## src/mbt_defines.svh

```systemverilog
// constants of the module block-transfer engine
// assumes: included by package and design files by bare name
`ifndef MBT_DEFINES_SVH
`define MBT_DEFINES_SVH

`define MBT_WORD_W 16
`define MBT_CNT_W 9
`define MBT_MAX_WORDS 9'h100
`define MBT_UNIT_MAX 8'h03
`define MBT_SLOT_MAX 8'h0A
`define MBT_BUF_WORDS 17'h01000
`define MBT_REG_WORDS 17'h02000
`define MBT_FIFO_DEPTH 16
`define MBT_CLK_MHZ 25
`define MBT_ANSWER_NS 10000
`define MBT_ANSWER_CYC ((`MBT_ANSWER_NS * `MBT_CLK_MHZ) / 1000)

`endif

```

## src/mbt_pkg.sv

```systemverilog
// types of the module block-transfer engine
// assumes: mbt_defines.svh on the include path
`include "mbt_defines.svh"
`default_nettype none

package mbt_pkg;
    typedef logic [`MBT_WORD_W-1:0] mbt_word_t;

    // gray sequence idle -> check -> run -> finish
    typedef enum logic [1:0] {
        MBT_IDLE = 2'h0,
        MBT_CHECK = 2'h1,
        MBT_RUN = 2'h3,
        MBT_FINISH = 2'h2
    } mbt_state_e;

    typedef struct packed {
        logic op_read;      // 1: module -> registers, 0: registers -> module
        logic sel_is_const; // selector is a unit/slot position constant
        mbt_word_t sel;
        mbt_word_t buf_addr;
        mbt_word_t count;
        mbt_word_t reg_top;
    } mbt_req_s;
endpackage : mbt_pkg

`default_nettype wire

```

## src/mbt_engine.sv

```systemverilog
// block-transfer engine between controller registers and a module buffer
// assumes: register port and backplane port are logic on clk_in;
// the controller resolves an io word register to its module position
`include "mbt_defines.svh"
`default_nettype none

module mbt_engine
    import mbt_pkg::*;
(
    input wire logic clk_in,
    input wire logic rst_n_in,
    // instruction side
    input wire logic exec_in,
    input wire mbt_req_s req_in,
    output logic exec_out,
    output logic busy_out,
    output logic done_out,
    output logic instruction_fault_flag_out,
    input wire logic fault_clr_in,
    // io word register lookup (combinational, same clock)
    output logic [`MBT_WORD_W-1:0] alloc_sel_out,
    input wire logic module_io_word_register_hit_in,
    input wire logic [`MBT_WORD_W-1:0] alloc_pos_in,
    // controller register port: read data one cycle after reg_rd_out
    output logic reg_rd_out,
    output logic reg_wr_out,
    output logic [`MBT_WORD_W-1:0] reg_addr_out,
    output logic [`MBT_WORD_W-1:0] reg_wdata_out,
    input wire logic [`MBT_WORD_W-1:0] reg_rdata_in,
    // backplane port: request held until ack
    output logic [`MBT_WORD_W-1:0] mod_pos_out,
    input wire logic mod_present_in,
    output logic mod_req_out,
    output logic mod_we_out,
    output logic [`MBT_WORD_W-1:0] mod_addr_out,
    output logic [`MBT_WORD_W-1:0] mod_wdata_out,
    input wire logic mod_ack_in,
    input wire logic [`MBT_WORD_W-1:0] mod_rdata_in
);
    localparam int ANS_CYC = (`MBT_ANSWER_CYC < 1) ? 1 : `MBT_ANSWER_CYC;

    // ------------------------------------------------------------
    // helpers
    // ------------------------------------------------------------
    // a table of count words from base must end inside limit
    function automatic logic table_ok(input logic [15:0] base,
                                      input logic [15:0] cnt,
                                      input logic [16:0] limit);
        logic [16:0] last;
        last = {1'b0, base} + {1'b0, cnt};
        return last <= limit;
    endfunction : table_ok

    // ------------------------------------------------------------
    // state
    // ------------------------------------------------------------
    mbt_state_e state_r, state_nxt;
    mbt_req_s req_r;
    logic exec_d_r;
    logic fault_r;
    logic [`MBT_WORD_W-1:0] pos_r;
    logic [`MBT_WORD_W-1:0] src_addr_r;
    logic [`MBT_WORD_W-1:0] dst_addr_r;
    logic [`MBT_CNT_W-1:0] src_left_r;
    logic [`MBT_CNT_W-1:0] dst_left_r;
    logic src_pend_r;
    logic [15:0] wait_cnt_r;
    logic done_r;

    // ------------------------------------------------------------
    // decode
    // ------------------------------------------------------------
    wire start = exec_in && !exec_d_r && (state_r == MBT_IDLE);
    wire op_rd = req_r.op_read;
    wire const_ok = (req_r.sel[15:8] <= `MBT_UNIT_MAX) &&
                    (req_r.sel[7:0] <= `MBT_SLOT_MAX);
    wire sel_ok = req_r.sel_is_const ? const_ok
                : module_io_word_register_hit_in;
    wire [15:0] sel_pos = req_r.sel_is_const ? req_r.sel : alloc_pos_in;
    wire cnt_ok = req_r.count <= 16'(`MBT_MAX_WORDS);
    wire buf_ok = table_ok(req_r.buf_addr, req_r.count, `MBT_BUF_WORDS);
    wire regs_ok = table_ok(req_r.reg_top, req_r.count, `MBT_REG_WORDS);
    wire check_err = !sel_ok || !mod_present_in || !cnt_ok ||
                     !buf_ok || !regs_ok;

    // fifo between fetch side and store side
    wire fifo_in_ready;
    wire fifo_out_valid;
    wire [`MBT_WORD_W-1:0] fifo_out_data;
    wire running = (state_r == MBT_RUN);
    wire src_issue = running && !src_pend_r && (src_left_r != '0) &&
                     fifo_in_ready;
    wire src_push = src_pend_r && (op_rd ? mod_ack_in : 1'b1);
    // module reads keep their address until the answer; register reads
    // step at once because their data returns on a fixed next cycle
    wire src_step = op_rd ? src_push : src_issue;
    wire [15:0] push_data = op_rd ? mod_rdata_in : reg_rdata_in;
    wire dst_pop = running && fifo_out_valid && (op_rd ? 1'b1 : mod_ack_in);
    wire mod_busy = running && (op_rd ? src_pend_r : fifo_out_valid);
    wire answer_lost = mod_busy && !mod_ack_in &&
                       (wait_cnt_r == 16'(ANS_CYC - 1));
    wire run_err = running && (answer_lost || !mod_present_in);
    wire run_end = running && (dst_left_r == '0);

    always_comb begin
        state_nxt = state_r;
        case (state_r)
            MBT_IDLE: if (start) state_nxt = MBT_CHECK;
            MBT_CHECK: state_nxt = check_err ? MBT_FINISH : MBT_RUN;
            MBT_RUN: if (run_err || run_end) state_nxt = MBT_FINISH;
            MBT_FINISH: state_nxt = MBT_IDLE;
            default: state_nxt = MBT_IDLE;
        endcase
    end

    wire fault_set = ((state_r == MBT_CHECK) && check_err) || run_err;

    mbt_fifo #(
        .WIDTH(`MBT_WORD_W),
        .DEPTH(`MBT_FIFO_DEPTH)
    ) u_fifo (
        .clk_in(clk_in),
        .rst_n_in(rst_n_in),
        .flush_in(state_r == MBT_FINISH), // drops words of an abandoned run
        .in_valid_in(src_push),
        .in_ready_out(fifo_in_ready),
        .in_data_in(push_data),
        .out_valid_out(fifo_out_valid),
        .out_ready_in(op_rd ? 1'b1 : mod_ack_in),
        .out_data_out(fifo_out_data)
    );

    // ------------------------------------------------------------
    // outputs
    // ------------------------------------------------------------
    assign exec_out = exec_d_r;
    assign busy_out = (state_r != MBT_IDLE);
    assign done_out = done_r;
    assign instruction_fault_flag_out = fault_r;
    assign alloc_sel_out = req_r.sel;
    assign mod_pos_out = pos_r;
    assign reg_rd_out = src_issue && !op_rd;
    assign reg_wr_out = running && op_rd && fifo_out_valid;
    assign reg_addr_out = op_rd ? dst_addr_r : src_addr_r;
    assign reg_wdata_out = fifo_out_data;
    assign mod_req_out = mod_busy;
    assign mod_we_out = !op_rd;
    assign mod_addr_out = op_rd ? src_addr_r : dst_addr_r;
    assign mod_wdata_out = fifo_out_data;

    // ------------------------------------------------------------
    // registers
    // ------------------------------------------------------------
    always_ff @(posedge clk_in or negedge rst_n_in) begin
        if (!rst_n_in) begin
            state_r <= MBT_IDLE;
            exec_d_r <= 1'b0;
            fault_r <= 1'b0;
            done_r <= 1'b0;
            req_r <= '0;
            pos_r <= '0;
        end else begin
            state_r <= state_nxt;
            exec_d_r <= exec_in;
            done_r <= (state_r == MBT_FINISH);
            // a new fault wins over a clear in the same cycle
            fault_r <= fault_set || (fault_r && !fault_clr_in);
            if (start) req_r <= req_in;
            if (state_r == MBT_CHECK) pos_r <= sel_pos;
        end
    end

    always_ff @(posedge clk_in or negedge rst_n_in) begin
        if (!rst_n_in) begin
            src_addr_r <= '0;
            dst_addr_r <= '0;
            src_left_r <= '0;
            dst_left_r <= '0;
        end else if (state_r == MBT_CHECK) begin
            src_addr_r <= op_rd ? req_r.buf_addr : req_r.reg_top;
            dst_addr_r <= op_rd ? req_r.reg_top : req_r.buf_addr;
            src_left_r <= check_err ? '0 : req_r.count[`MBT_CNT_W-1:0];
            dst_left_r <= check_err ? '0 : req_r.count[`MBT_CNT_W-1:0];
        end else if (run_err) begin
            src_left_r <= '0;
            dst_left_r <= '0;
        end else begin
            if (src_step) begin
                src_addr_r <= src_addr_r + 1'b1;
            end
            if (src_issue) begin
                src_left_r <= src_left_r - 1'b1;
            end
            if (dst_pop) begin
                dst_addr_r <= dst_addr_r + 1'b1;
                dst_left_r <= dst_left_r - 1'b1;
            end
        end
    end

    always_ff @(posedge clk_in or negedge rst_n_in) begin
        if (!rst_n_in) begin
            src_pend_r <= 1'b0;
            wait_cnt_r <= '0;
        end else begin
            src_pend_r <= running && !run_err &&
                          (src_issue || (src_pend_r && !src_push));
            wait_cnt_r <= (mod_busy && !mod_ack_in && !run_err) ?
                          wait_cnt_r + 1'b1 : '0;
        end
    end

    // ------------------------------------------------------------
    // checks
    // ------------------------------------------------------------
    a_big_count: assert property (
        @(posedge clk_in) disable iff (!rst_n_in)
        (state_r == MBT_CHECK && req_r.count > 16'h0100) |=>
        fault_r && state_r == MBT_FINISH)
        else $error("oversize count not refused");
    a_bad_unit: assert property (
        @(posedge clk_in) disable iff (!rst_n_in)
        (state_r == MBT_CHECK && req_r.sel_is_const &&
         req_r.sel[15:8] > 8'h03) |=> fault_r)
        else $error("unit above 3 accepted");
    a_bad_slot: assert property (
        @(posedge clk_in) disable iff (!rst_n_in)
        (state_r == MBT_CHECK && req_r.sel_is_const &&
         req_r.sel[7:0] > 8'h0A) |=> fault_r)
        else $error("slot above 10 accepted");
    a_exec_follow: assert property (
        @(posedge clk_in) disable iff (!rst_n_in)
        exec_in |=> exec_out)
        else $error("execution output not on");
    a_no_transfer: assert property (
        @(posedge clk_in) disable iff (!rst_n_in)
        (state_r == MBT_CHECK && check_err) |=>
        (!mod_req_out && !reg_wr_out && !reg_rd_out) [*2])
        else $error("transfer after error");
    a_gone_fault: assert property (
        @(posedge clk_in) disable iff (!rst_n_in)
        (running && !mod_present_in) |=> fault_r && state_r == MBT_FINISH)
        else $error("disconnect not flagged");
    a_range_fault: assert property (
        @(posedge clk_in) disable iff (!rst_n_in)
        (state_r == MBT_CHECK && !regs_ok) |=> fault_r)
        else $error("register range not checked");
    a_src_step: assert property (
        @(posedge clk_in) disable iff (!rst_n_in)
        (src_step && !run_err) |=> src_addr_r == $past(src_addr_r) + 16'h0001)
        else $error("source address not ascending");
    a_rd_write: assert property (
        @(posedge clk_in) disable iff (!rst_n_in)
        reg_wr_out |=> dst_addr_r == $past(reg_addr_out) + 16'h0001 ||
                       state_r == MBT_FINISH)
        else $error("register write address not stepping");
    a_rd_data: assert property (
        @(posedge clk_in) disable iff (!rst_n_in)
        (reg_rd_out && !run_err) |=> src_push)
        else $error("register word not captured");
    a_start_cap: assert property (
        @(posedge clk_in) disable iff (!rst_n_in)
        start |=> req_r.count == $past(req_in.count) && state_r == MBT_CHECK)
        else $error("parameter pair not taken");
    a_sel_fault: assert property (
        @(posedge clk_in) disable iff (!rst_n_in)
        (state_r == MBT_CHECK && !req_r.sel_is_const &&
         !module_io_word_register_hit_in) |=> fault_r)
        else $error("bad register selector accepted");
    a_req_hold: assert property (
        @(posedge clk_in) disable iff (!rst_n_in)
        (mod_req_out && !mod_ack_in && !run_err) |=> $stable(mod_addr_out))
        else $error("module address moved before answer");
endmodule : mbt_engine

`default_nettype wire

```

## src/mbt_fifo.sv

```systemverilog
// synchronous FIFO with valid/ready on both sides and a flush
// assumes: single clock, reader may stall so the FIFO really fills
`default_nettype none

module mbt_fifo #(
    parameter int WIDTH = 16,
    parameter int DEPTH = 16
) (
    input wire logic clk_in,
    input wire logic rst_n_in,
    input wire logic flush_in,
    input wire logic in_valid_in,
    output logic in_ready_out,
    input wire logic [WIDTH-1:0] in_data_in,
    output logic out_valid_out,
    input wire logic out_ready_in,
    output logic [WIDTH-1:0] out_data_out
);
    localparam int AW = $clog2(DEPTH);
    logic [WIDTH-1:0] mem_r [DEPTH];
    logic [AW-1:0] wr_ptr_r;
    logic [AW-1:0] rd_ptr_r;
    logic [AW:0] fill_r;

    wire push = in_valid_in && in_ready_out;
    wire pop = out_valid_out && out_ready_in;

    assign in_ready_out = (fill_r != (AW+1)'(DEPTH));
    assign out_valid_out = (fill_r != '0);
    assign out_data_out = mem_r[rd_ptr_r];

    always_ff @(posedge clk_in) begin
        if (push) begin
            mem_r[wr_ptr_r] <= in_data_in;
        end
    end

    always_ff @(posedge clk_in or negedge rst_n_in) begin
        if (!rst_n_in) begin
            wr_ptr_r <= '0;
            rd_ptr_r <= '0;
            fill_r <= '0;
        end else if (flush_in) begin
            wr_ptr_r <= '0;
            rd_ptr_r <= '0;
            fill_r <= '0;
        end else begin
            if (push) wr_ptr_r <= wr_ptr_r + 1'b1;
            if (pop) rd_ptr_r <= rd_ptr_r + 1'b1;
            fill_r <= fill_r + (AW+1)'(push) - (AW+1)'(pop);
        end
    end

    a_fifo_no_over: assert property (@(posedge clk_in) disable iff (!rst_n_in)
        fill_r <= (AW+1)'(DEPTH))
        else $error("fifo fill beyond depth");
endmodule : mbt_fifo

`default_nettype wire

```

## config.mk

```make
export PLATFORM = sky130hd
export DESIGN_NAME = mbt_engine
export DESIGN_NICKNAME = d
export VERILOG_FILES = /design/src/mbt_pkg.sv /design/src/mbt_engine.sv /design/src/mbt_fifo.sv
export VERILOG_INCLUDE_DIRS = /design/src /design/src/src
export SDC_FILE = /design/constraint.sdc
export NUM_CORES = 1
export LEC_CHECK = 0
export BUFFER_PORTS_ARGS = -buffer_cell sky130_fd_sc_hd__clkbuf_2
export CORE_MARGIN = 1
export CORE_UTILIZATION = 60
export DETAILED_ROUTE_END_ITERATION = 16
export PLACE_DENSITY = 0.81
export REMOVE_ABC_BUFFERS = 1
export SLEW_MARGIN = 30
export SYNTH_ARGS = -nofsm -noshare
export SYNTH_HDL_FRONTEND = slang
export SYNTH_SLANG_ARGS = --single-unit
```

## constraint.sdc

```tcl
create_clock -name clk_in -period 9 [get_ports clk_in]
set_clock_uncertainty 0.1 [all_clocks]
set_input_delay 0.45 -clock clk_in [delete_from_list [all_inputs] [get_ports clk_in]]
set_output_delay 0.45 -clock clk_in [all_outputs]
set_load 0.03 [all_outputs]
```

==> results of run 1 <==
[layout by cell type (no fill, tap or decap), types with 6 or more instances in the layout]
cell       count
or3_1         11
dfrtp_1      162
clkbuf_1      10
clkbuf_2     223
a21o_1         9
mux4_2        80
a21oi_1       65
o211ai_1      12
mux2i_1       35
inv_1         33
o22a_1         7
nand3_1       33
nand4_1       19
nor2b_1       10
buf_4          8
nor2_1        72
edfxtp_1     256
o2111ai_1      7
clkbuf_8       8
o22ai_1        8
xnor2_1       19
nor3_1        12
a211oi_1      13
or4_1         11
nand2b_1       6
nor4_1        11
mux2_2       115
clkinv_2       7
ha_1          49
and3_1        12
and2_2        16
nand2_1       89
and2_1        13
xor2_1        35
a31o_1         7
o21ai_0       51
clkbuf_16     45
[routing by layer]
metal | vias to the layer above | GRT usage | routed length, um | part of all wire
li1 | 5988 | - | - | -
met1 | 6741 | 0.374 | 19400 | 0.39
met2 | 559 | 0.493 | 25100 | 0.51
met3 | 95 | 0.0442 | 3310 | 0.067
met4 | 0 | 0.0984 | 1610 | 0.033
met5 | - | 0 | 0 | 0
[per-stage QoR]
step,power [mW],std cells,util,setup WS (ps)
after floorplan,4.69,1373,-,2370
after global placement,5.36,2054,0.647,5160
after detailed placement,5.44,2054,0.648,5140
after CTS,7.23,2136,0.691,4840
after global routing,7.54,2136,0.692,4730
final,7.21,2136,0.692,4940
[synthesized netlist by cell type, types with 19 or more instances]
cell | instances | area [um2]
nand2_1 | 89 | 334
a21oi_1 | 65 | 325
xnor2_1 | 19 | 166
and2_1 | 29 | 181
nand3_1 | 33 | 165
xor2_1 | 35 | 307
mux4_2 | 80 | 1800
clkbuf_1 | 50 | 188
inv_1 | 33 | 124
o21ai_0 | 51 | 255
buf_4 | 32 | 240
edfxtp_1 | 256 | 7690
dfrtp_1 | 167 | 4180
mux2i_1 | 35 | 350
ha_1 | 49 | 613
nor2_1 | 72 | 270
nand4_1 | 19 | 119
mux2_2 | 115 | 1290
[worst register-to-register path: stages (launching register included)]
cell	delay [ps]
dfrtp_1	450
ha_1	240
fa_1	430
nand3_1	150
a21oi_1	80
or4_1	520
nor4_1	350
nand4b_1	170
o31a_1	300
a211o_1	300
nor3_4	520
a22o_2	260
[cell families after synthesis]
group	Yosys count	share of synthesized area
AOI/OAI and AO/OA	245	0.0805
xor gates and xnor gates	54	0.0231
adders and majority gates	52	0.0329
buffers and inverters	139	0.0329
DFF	423	0.579
muxes	230	0.168
and+or+nand+nor	336	0.0833
[flip-flops by register name, indices dropped and copies added (netlist names)]
name                        count
req_r                          49
src_addr_r                     16
op_rd                           1
u_fifo.fill_r                   5
src_pend_r                      1
alloc_sel_out                  16
u_fifo.wr_ptr_r                 4
done_out                        1
u_fifo.rd_ptr_r                 4
wait_cnt_r                     16
dst_left_r                      9
u_fifo.mem_r                  256
dst_addr_r                     16
exec_out                        1
src_left_r                      9
mod_pos_out                    16
instruction_fault_flag_out      1
state_r                         2
[what timing repair did]
item                      4_1_cts  5_1_grt
resized for setup               0        0
hold buffers                    2        0
hold endpoints to repair       85        0
[power groups by stage]
stage | Clock, mW | Combinational (mW) | Sequential [mW]
2_1_floorplan | 0 | 1.92 | 2.77
3_3_place_gp | 0 | 2.67 | 2.68
3_5_place_dp | 0 | 2.74 | 2.70
4_1_cts | 1.80 | 2.76 | 2.67
5_1_grt | 1.87 | 2.95 | 2.71
6_report | 1.78 | 2.75 | 2.67
[final timing paths]
check                                                    start                        endpoint  slack, ps  depth (start not counted)
worst max-delay path            u_fifo.rd_ptr_r[0]$_DFFE_PN0P_               reg_wdata_out[15]       4940                          4
max in group asynchronous                             rst_n_in  u_fifo.rd_ptr_r[0]$_DFFE_PN0P_       7070                          3
worst min-delay path                                req_in[65]               op_rd$_DFFE_PN0P_         20                          3
worst max register to register           req_r[16]$_DFFE_PN0P_       src_left_r[0]$_DFFE_PN0P_       5080                         11
worst min register to register     mod_pos_out[13]$_DFFE_PN0P_     mod_pos_out[13]$_DFFE_PN0P_        380                          2
min in group asynchronous                             rst_n_in    alloc_sel_out[9]$_DFFE_PN0P_        400                          2
[cell type report]
class,count,area (um2)
clock buffers,63,1270
multi-input cells,917,7980
clock inverters,17,159
inverters,33,124
repair buffers,235,1220
fillers,2364,10300
well taps,448,561
flip-flops and latches,423,11900
==> impl_metrics.py, run 1 <==
metrics = {
    "critical_path": {
        "crit_path_start_kind": "register",
        "path_common_cell": "mux4_2",
        "cpPeakStageDelay_ps": 860,
        "arrival_ps": 3510,
        "crit_fanout": 34,
        "cp-end-kind": "output pin",
        "cp_num_buf_inv": 2,
        "path_class": "reg -> out",
        "path_cells": "buf_4, mux4_2, mux4_2, clkbuf_2",
        "critPathTopFamily": "multiplexers",
        "slowest_stage": "dfrtp_4",
        "worstPathRequired_ps": 8450,
    },
    "final_layout": {
        "fin_nets": 1827,
        "drive_gt1_frac": 0.318,
        "syn2layout_area_growth_pct": 13.2,
        "fin_area_mm2": 0.0232,
        "diodes": 0,
    },
    "power_and_ir_drop": {
        "clkPwrFrac": 0.247,
        "switching_share": 0.378,
        "irDropWorstVdd_v": 0.000231,
        "power_leakage_nw": 9.02,
        "comb_power_share": 0.382,
        "powerDensity_mw_per_mm2": 311,
        "switchingPower_mw": 2.73,
        "pwr-share-seq": 0.371,
        "p_int_mw": 4.48,
    },
    "routing": {
        "viasPerCell": 6.27,
        "drtPass1Iterations": 6,
        "num_vias": 13383,
        "drt-total-wl_um": 49300,
        "drc_errors": 0,
        "final_antenna_net_count": 0,
        "drt_iter0_drc": 1101,
        "wl_per_cell_um": 23.1,
    },
    "cts": {
        "root_buffer": "clkbuf_16",
        "htree_levels": 2,
        "numCtsBuffers": 44,
        "postCtsSetupBuffers": 0,
        "clock_sinks": 423,
        "clkLatencyLatePin_ps": 560,
        "cts.reportedPaths.clkPinSlew_ps": 60,
        "clk_path_buf_depth": 3,
        "cts_tree": "done",
    },
    "floorplan": {
        "die_w_um": 187,
        "start_util": 0.611,
        "die_h_um": 187,
        "dieArea_mm2": 0.0349,
        "pin_count": 225,
        "core_mm2": 0.0335,
        "rows": 67,
    },
    "timing": {
        "hold_violations": 0,
        "setup_violations": 0,
        "tightest_slew_ps": 953,
        "maxSlewViolCount": 0,
        "relSlewSlack": 0.364,
        "fin_tns_setup_ps": 0,
        "fmax_mhz": 246,
        "post-route-period-util": 0.452,
        "finalHoldWorstSlack_ps": 15.1,
        "period_needed_ps": 4060,
        "rsz0062_at_grt": "false",
    },
    "yosys": {
        "synthCells": 1479,
        "ys_types": 85,
        "synth-async-reset-ratio": 0.395,
        "synth_area_per_cell_um2": 13.9,
        "yosysSeqAreaShare": 0.579,
        "ys.flop_type": "edfxtp_1",
        "synth_edf_count": 256,
        "ys_ff_latch": 423,
        "syn_area_mm2": 0.0205,
        "yosysWarnings": 0,
    },
    "grt": {
        "grt_max_degree": 90,
        "grt_overflow": 0,
        "grt_first_pass_wirelength_um": 76400,
        "grt_pass1_vias": 13377,
        "grtUsageTotal": 0.287,
        "antenna_found_initial": 0,
    },
    "job": {
        "maxCapViolations": 0,
    },
    "outcome": {
        "outcome": "complete, no violations",
    },
    "placed_design": {
        "placed_cell_area_mm2": 0.0217,
        "numPortBuffers": 224,
        "place_hpwl_um": 31400,
        "gp_congestion": 0.922,
    },
    "worst_hold_path": {
        "hp-class": "in -> reg",
    },
}
Power figures use the tool's default switching activity.
==> run 2: changes to the inputs <==
--- a/config.mk
+++ b/config.mk
@@ -6,11 +6,12 @@
 export SDC_FILE = /design/constraint.sdc
 export NUM_CORES = 1
 export LEC_CHECK = 0
+export ABC_AREA = 1
 export BUFFER_PORTS_ARGS = -buffer_cell sky130_fd_sc_hd__clkbuf_2
 export CORE_MARGIN = 1
-export CORE_UTILIZATION = 60
+export CORE_UTILIZATION = 54
 export DETAILED_ROUTE_END_ITERATION = 16
-export PLACE_DENSITY = 0.81
+export PLACE_DENSITY = 0.77
 export REMOVE_ABC_BUFFERS = 1
 export SLEW_MARGIN = 30
 export SYNTH_ARGS = -nofsm -noshare
==> constraint.sdc (replaced) <==
create_clock -name clk_in -period 3.7 [get_ports clk_in]
set_clock_uncertainty 0.1 [all_clocks]
set_input_delay 0.185 -clock clk_in [delete_from_list [all_inputs] [get_ports clk_in]]
set_output_delay 0.185 -clock clk_in [all_outputs]
set_load 0.03 [all_outputs]
==> run 2 against run 1 <==
  * Area after synthesis grew 2.5%
  * Worst setup slack worse by 4700 ps
  * Sequential power increased to 2.6 times the previous value
  * Non-clock buffer count up 124
  * Largest cell class unchanged
  * Core utilization down 3.7 points
==> impl_metrics.py, run 2 <==
metrics = {
    "yosys": {
        "yosysWarnings": 0,
        "synth_edf_count": 256,
        "syn_area_mm2": 0.0210,
        "yosys.area.top_type": "edfxtp_1",
        "synthTopCellsByArea": "edfxtp_1, dfrtp_1, o21ai_0, nand2_1, nor2_1",
        "ys_ff_latch": 423,
        "synth_area_per_cell_um2": 9.33,
        "post-synth-top-count-cell": "nand2_1",
        "synthCells": 2251,
        "synth_top_area_share": 0.366,
        "synth-async-reset-ratio": 0.395,
        "ys.flop_type": "edfxtp_1",
        "yosysSeqAreaShare": 0.565,
        "ys_types": 47,
        "ys_top_cells_by_count": "nand2_1, nor2_1, o21ai_0",
    },
    "power_and_ir_drop": {
        "p_int_mw": 12.3,
        "irDropWorstVdd_v": 0.000601,
        "powerDensity_mw_per_mm2": 941,
        "power_leakage_nw": 10.7,
        "clkPwrFrac": 0.190,
        "comb_power_share": 0.510,
        "switchingPower_mw": 11.1,
        "switching_share": 0.474,
        "pwr-share-seq": 0.300,
    },
    "grt": {
        "antenna_found_initial": 0,
        "grtUsageTotal": 0.295,
        "grt_overflow": 0,
        "grt_first_pass_wirelength_um": 89800,
        "grt_max_degree": 92,
        "grt_pass1_vias": 16980,
    },
    "critical_path": {
        "crit_fanout": 81,
        "arrival_ps": 3220,
        "cp-end-kind": "output pin",
        "cp.depth": 7,
        "cp_num_buf_inv": 3,
        "crit_path_start_kind": "register",
        "path_cells": "buf_4, buf_4, o21ai_0, o22ai_1, o211ai_1, nand2_1, clkbuf_2",
        "path_class": "reg -> out",
        "worstPathRequired_ps": 3410,
        "critPathTopFamily": "buffers and inverters",
        "worstRegToRegCells": 16,
        "path_common_cell": "buf_4",
        "cpPeakStageDelay_ps": 610,
        "slowest_stage": "buf_4",
    },
    "floorplan": {
        "core_mm2": 0.0379,
        "pin_count": 225,
        "start_util": 0.554,
        "rows": 71,
        "die_h_um": 199,
        "dieArea_mm2": 0.0397,
        "die_w_um": 199,
    },
    "job": {
        "maxCapViolations": 0,
    },
    "final_layout": {
        "seq_area_mm2": 0.0119,
        "max_flop_register": "u_fifo.mem_r",
        "fin_area_mm2": 0.0248,
        "multi_input_area_mm2": 0.00779,
        "fin_nets": 2691,
        "fillers": 2943,
        "fin_util": 0.655,
        "layout_common_cells": "nand2_1, nor2_1, o21ai_0",
        "diodes": 0,
        "fin_cells": 3065,
        "final_common_cell": "nand2_1",
        "largestRegisters": "u_fifo.mem_r: 256 flops, req_r: 49 flops",
        "largest_reg_flops": 256,
        "drive_gt1_frac": 0.153,
        "syn2layout_area_growth_pct": 18.3,
    },
    "placed_design": {
        "placed_cell_area_mm2": 0.0226,
        "numPortBuffers": 224,
        "place_hpwl_um": 37100,
        "gp_congestion": 0.958,
        "dp_cells": 2896,
    },
    "outcome": {
        "outcome": "complete, no violations",
    },
    "timing": {
        "fin_tns_setup_ps": 0,
        "tightest_slew_ps": 821,
        "fmax_mhz": 285,
        "maxSlewViolCount": 0,
        "rsz0062_at_grt": "false",
        "period_needed_ps": 3500,
        "relSlewSlack": 0.453,
        "hold_violations": 0,
        "post-route-period-util": 0.947,
        "setup_violations": 0,
    },
    "worst_hold_path": {
        "hold-path-cell-count": 5,
        "hp-class": "in -> reg",
    },
    "routing": {
        "num_vias": 17607,
        "final_antenna_net_count": 0,
        "viasPerCell": 5.74,
        "drt-total-wl_um": 57900,
        "drtPass1Iterations": 6,
        "drc_errors": 0,
        "wl_per_cell_um": 18.9,
        "drt_iter0_drc": 1419,
    },
    "cts": {
        "clk_path_buf_depth": 3,
        "htree_levels": 2,
        "numCtsBuffers": 44,
        "clkLatencyLatePin_ps": 580,
        "clock_sinks": 423,
        "cts_tree": "done",
        "root_buffer": "clkbuf_16",
        "cts.reportedPaths.clkPinSlew_ps": 60,
        "postCtsSetupBuffers": 0,
    },
}
[run 2: cell count changes in the layout (fill, tap and decap cells not counted), sizes merged, moves of 38 or more]
cell,before,now
nor2,72,350
mux2,115,28
inv,34,190
o221ai,0,46
nand3,33,90
dlygate4sd3,2,87
o21ai,53,280
buf,10,48
mux4,80,0
nand2,89,356
a21oi,67,131
[run 2: through the flow]
step | setup slack [ps] | hold WS (ps) | power [mW]
after floorplan | -1580 | -211 | 15.1
after global placement | 887 | 211 | 18.5
after detailed placement | 786 | 219 | 18.7
after CTS | 244 | 33.3 | 23.3
after global routing | 27.0 | 71.4 | 25.0
final | 197 | 57.7 | 23.4
[run 2: final timing paths]
path | slack (ps) | from | endpoint
worst max register to register | 720 | u_fifo.fill_r[3]$_DFF_PN0_ | u_fifo.fill_r[4]$_DFF_PN0_
worst min register to register | 370 | state_r[0]$_DFFE_PN0P_ | state_r[1]$_DFFE_PN0P_
worst min-delay path | 60 | mod_present_in | state_r[0]$_DFFE_PN0P_
worst max-delay path | 200 | u_fifo.rd_ptr_r[0]$_DFFE_PN0P_ | mod_wdata_out[13]
max in group asynchronous | 2380 | rst_n_in | req_r[2]$_DFFE_PN0P_
min in group asynchronous | 110 | rst_n_in | alloc_sel_out[1]$_DFFE_PN0P_
[run 2: final cells by class]
| class | count | area share |
|---|---|---|
| clock inverter | 26 | 0.00987 |
| sequential | 423 | 0.478 |
| timing repair buffer | 359 | 0.0965 |
| inverter | 191 | 0.0290 |
| tap | 511 | 0.0257 |
| multi-input combinational | 1499 | 0.314 |
| clock buffer | 56 | 0.0474 |
[run 2: cells by family after synthesis]
family / count (synthesis) / synth area share
compound gates: 532 / 0.142
xor+xnor: 30 / 0.0125
fa+ha+maj: 52 / 0.0320
buf+inv: 329 / 0.0655
flops: 423 / 0.565
mux: 28 / 0.0150
simple gates: 857 / 0.168
[run 2: per-layer routing]
metal | vias to the layer above | global-route usage | share of wire
li1 | 8238 | - | -
met1 | 8443 | 0.389 | 0.41
met2 | 770 | 0.484 | 0.48
met3 | 156 | 0.0464 | 0.073
met4 | 0 | 0.128 | 0.040
met5 | - | 0 | 0
[run 2: tightest hold or removal path, delay by kind of cell]
family	cells	cell delay, ps
AO/OA/AOI/OAI	2	130
AND/OR/NAND/NOR	1	140
buffers and inverters	2	230
[run 2: power groups by stage]
stage          clock network, mW  logic (mW)  registers [mW]
2_1_floorplan                  0        7.61            7.47
3_3_place_gp                   0        11.4            7.04
6_report                    4.43        11.9            7.03
4_1_cts                     4.46        11.8            6.99
3_5_place_dp                   0        11.7            7.07
5_1_grt                     4.67        13.2            7.13
[run 2: timing repair]
action / 4_1_cts / 5_1_grt
hold buffers: 87 / 0
endpoints found under the setup margin: 0 / 0
endpoints found under the hold margin: 174 / 0
gates resized for setup: 0 / 0
==> run 3: changes to the inputs <==
--- a/config.mk
+++ b/config.mk
@@ -6,12 +6,11 @@
 export SDC_FILE = /design/constraint.sdc
 export NUM_CORES = 1
 export LEC_CHECK = 0
-export ABC_AREA = 1
 export BUFFER_PORTS_ARGS = -buffer_cell sky130_fd_sc_hd__clkbuf_2
 export CORE_MARGIN = 1
-export CORE_UTILIZATION = 54
+export CORE_UTILIZATION = 53
 export DETAILED_ROUTE_END_ITERATION = 16
-export PLACE_DENSITY = 0.77
+export PLACE_DENSITY_LB_ADDON = 0.15
 export REMOVE_ABC_BUFFERS = 1
 export SLEW_MARGIN = 30
 export SYNTH_ARGS = -nofsm -noshare
==> run 3 against run 2 <==
  * Critical path depth increased by 5
  * Global-route usage fell by 3.7 points
  * Count of clock-buffer cells in the layout rose by 7
  * Power is 23% lower
  * Worst setup slack got worse by 81 ps
  * Routed wire length fell by 14%
  * Largest power group unchanged
  * Highest routed layer unchanged
==> impl_metrics.py, run 3 (synthesized netlist as in run 1, its figures left out) <==
metrics = {
    "critical_path": {
        "cp_num_buf_inv": 1,
        "cpPeakStageDelay_ps": 540,
        "r2r_end": "dst_left_r[0]$_DFFE_PN0P_",
        "crit_fanout": 17,
        "worstPathRequired_ps": 4100,
        "crit_start": "req_r[0]$_DFFE_PN0P_",
        "worstRegToRegCells": 12,
        "cp.depth": 12,
        "path_cells": "ha_1, fa_2, nand3_2, a21oi_1, or4_1, nor4_2, nand4b_1, o31a_1, a211o_1, nor3_4, buf_12, a22o_2",
        "cp-endpoint": "dst_left_r[0]$_DFFE_PN0P_",
        "crit_path_start_kind": "register",
        "arrival_ps": 3980,
        "critPathTopFamily": "simple AND/OR/NAND/NOR gates",
        "cp-end-kind": "register",
        "path_class": "reg -> reg",
        "timing.rr.start": "req_r[0]$_DFFE_PN0P_",
        "r2r_slack_ps": 120,
        "slowest_stage": "or4_1",
    },
    "cts": {
        "root_buffer": "clkbuf_16",
        "clock_sinks": 423,
        "clkLatencyLatePin_ps": 560,
        "htree_levels": 2,
        "numCtsBuffers": 44,
        "postCtsSetupBuffers": 0,
        "clk_path_buf_depth": 3,
        "cts.reportedPaths.clkPinSlew_ps": 60,
        "cts_tree": "done",
    },
    "grt": {
        "grtUsageTotal": 0.258,
        "grt_overflow": 0,
        "antenna_found_initial": 0,
        "grt_pass1_vias": 13581,
        "grt_max_degree": 92,
        "grt_first_pass_wirelength_um": 77000,
    },
    "final_layout": {
        "max_flop_register": "u_fifo.mem_r",
        "drive_gt1_frac": 0.309,
        "diodes": 0,
        "layout_common_cells": "edfxtp_1, clkbuf_2, dfrtp_1",
        "syn2layout_area_growth_pct": 19.8,
        "largestRegisters": "u_fifo.mem_r: 256 flops, req_r: 49 flops",
        "fin_cells": 2319,
        "fin_nets": 1948,
        "largest_reg_flops": 256,
        "final_common_cell": "edfxtp_1",
    },
    "routing": {
        "wl_per_cell_um": 21.4,
        "drt_iter0_drc": 931,
        "final_antenna_net_count": 0,
        "drtPass1Iterations": 5,
        "viasPerCell": 5.85,
        "drc_errors": 0,
        "num_vias": 13569,
        "drt-total-wl_um": 49700,
    },
    "floorplan": {
        "core_mm2": 0.0378,
        "rows": 71,
        "start_util": 0.541,
        "pin_count": 225,
        "die_h_um": 199,
        "dieArea_mm2": 0.0394,
        "die_w_um": 199,
    },
    "timing": {
        "period_needed_ps": 3580,
        "relSlewSlack": 0.453,
        "maxSlewViolCount": 0,
        "hold_violations": 0,
        "post-route-period-util": 0.969,
        "rsz0062_at_grt": "false",
        "setup_violations": 0,
        "fmax_mhz": 279,
        "tightest_slew_ps": 820,
        "setup_slack_ps": 116,
    },
    "placed_design": {
        "pre_cts_ws_ps": 124,
        "gp_congestion": 0.918,
        "place_hpwl_um": 32300,
        "dp_cells": 2153,
        "numPortBuffers": 224,
    },
    "outcome": {
        "outcome": "complete, no violations",
    },
    "power_and_ir_drop": {
        "power_leakage_nw": 9.60,
        "powerDensity_mw_per_mm2": 733,
        "irDropWorstVdd_v": 0.000567,
    },
    "worst_hold_path": {
        "hp-class": "in -> reg",
    },
    "job": {
        "maxCapViolations": 0,
    },
}
==> run 3: cell count changes in the layout (fill, tap and decap cells not counted), sizes merged, moves of 20 or more <==
cell    previous run  this run
a21oi            131        67
o221ai            46         0
mux2              28       115
mux4               0        80
and2               3        29
nand3             90        33
o21ai            280        53
nand2            356        89
xor2              15        35
mux2i              0        35
inv              190        35
nor2             350        72
==> run 3: power by group <==
part           switching (mW)  internal, mW
Sequential              0.735          5.66
Clock                    1.81          2.75
Combinational            4.10          2.94
==> run 3: metal layers <==
| layer | share of wire | GRT usage | up-vias |
|---|---|---|---|
| li1 | - | - | 6231 |
| met3 | 0.051 | 0.0349 | 77 |
| met2 | 0.51 | 0.447 | 411 |
| met4 | 0.020 | 0.0618 | 0 |
| met1 | 0.42 | 0.344 | 6850 |
| met5 | 0 | 0 | - |
==> run 3: repair_timing <==
action                     in CTS  in global routing
gates resized for setup         0                  7
hold endpoints to repair      173                  0
setup endpoints to repair       0                 20
hold buffers                   87                  0
==> run 3: how the worst min path moves through the flow <==
| stage | cells past startpoint | end | start | slack [ps] |
|---|---|---|---|---|
| 2_1_floorplan | 0 | alloc_sel_out[0]$_DFFE_PN0P_ | rst_n_in | -210 |
| 3_3_place_gp | 1 | exec_out$_DFF_PN0_ | exec_in | 210 |
| 3_5_place_dp | 1 | exec_out$_DFF_PN0_ | exec_in | 210 |
| 4_1_cts | 2 | u_fifo.mem_r[4][11]$_DFFE_PP_ | mod_rdata_in[11] | 40 |
| 5_1_grt | 2 | u_fifo.mem_r[5][11]$_DFFE_PP_ | reg_rdata_in[11] | 70 |
| 6_report | 2 | u_fifo.mem_r[7][11]$_DFFE_PP_ | reg_rdata_in[11] | 60 |
==> run 3: stage by stage <==
stage          area (um2)  setup TNS, ps  hold WS [ps]  power (mW)   util
2_1_floorplan       19900        -450540          -211        11.4      -
3_3_place_gp        22100              0           206        13.2  0.585
3_5_place_dp        22100              0           209        13.4  0.585
4_1_cts             24500              0          41.0        18.0  0.647
5_1_grt             24500              0          66.9        18.9  0.648
6_report            24500              0          63.6        18.0  0.648
==> run 3: worst register-to-register path: cells and delay by family (launching register included) <==
kind	cells	cell delay, ps
flops	1	410
fa+ha+maj	2	630
simple gates	5	1320
buf+inv	1	170
compound gates	4	900
==> run 3: final cells by class <==
| type | count | area (um2) |
|---|---|---|
| Inverter | 33 | 124 |
| Sequential cell | 423 | 11900 |
| Timing Repair Buffer | 356 | 2400 |
| Fill cell | 2825 | 13300 |
| Tap cell | 511 | 639 |
| Clock buffer | 63 | 1270 |
| Clock inverter | 16 | 230 |
| Multi-Input combinational cell | 917 | 8000 |
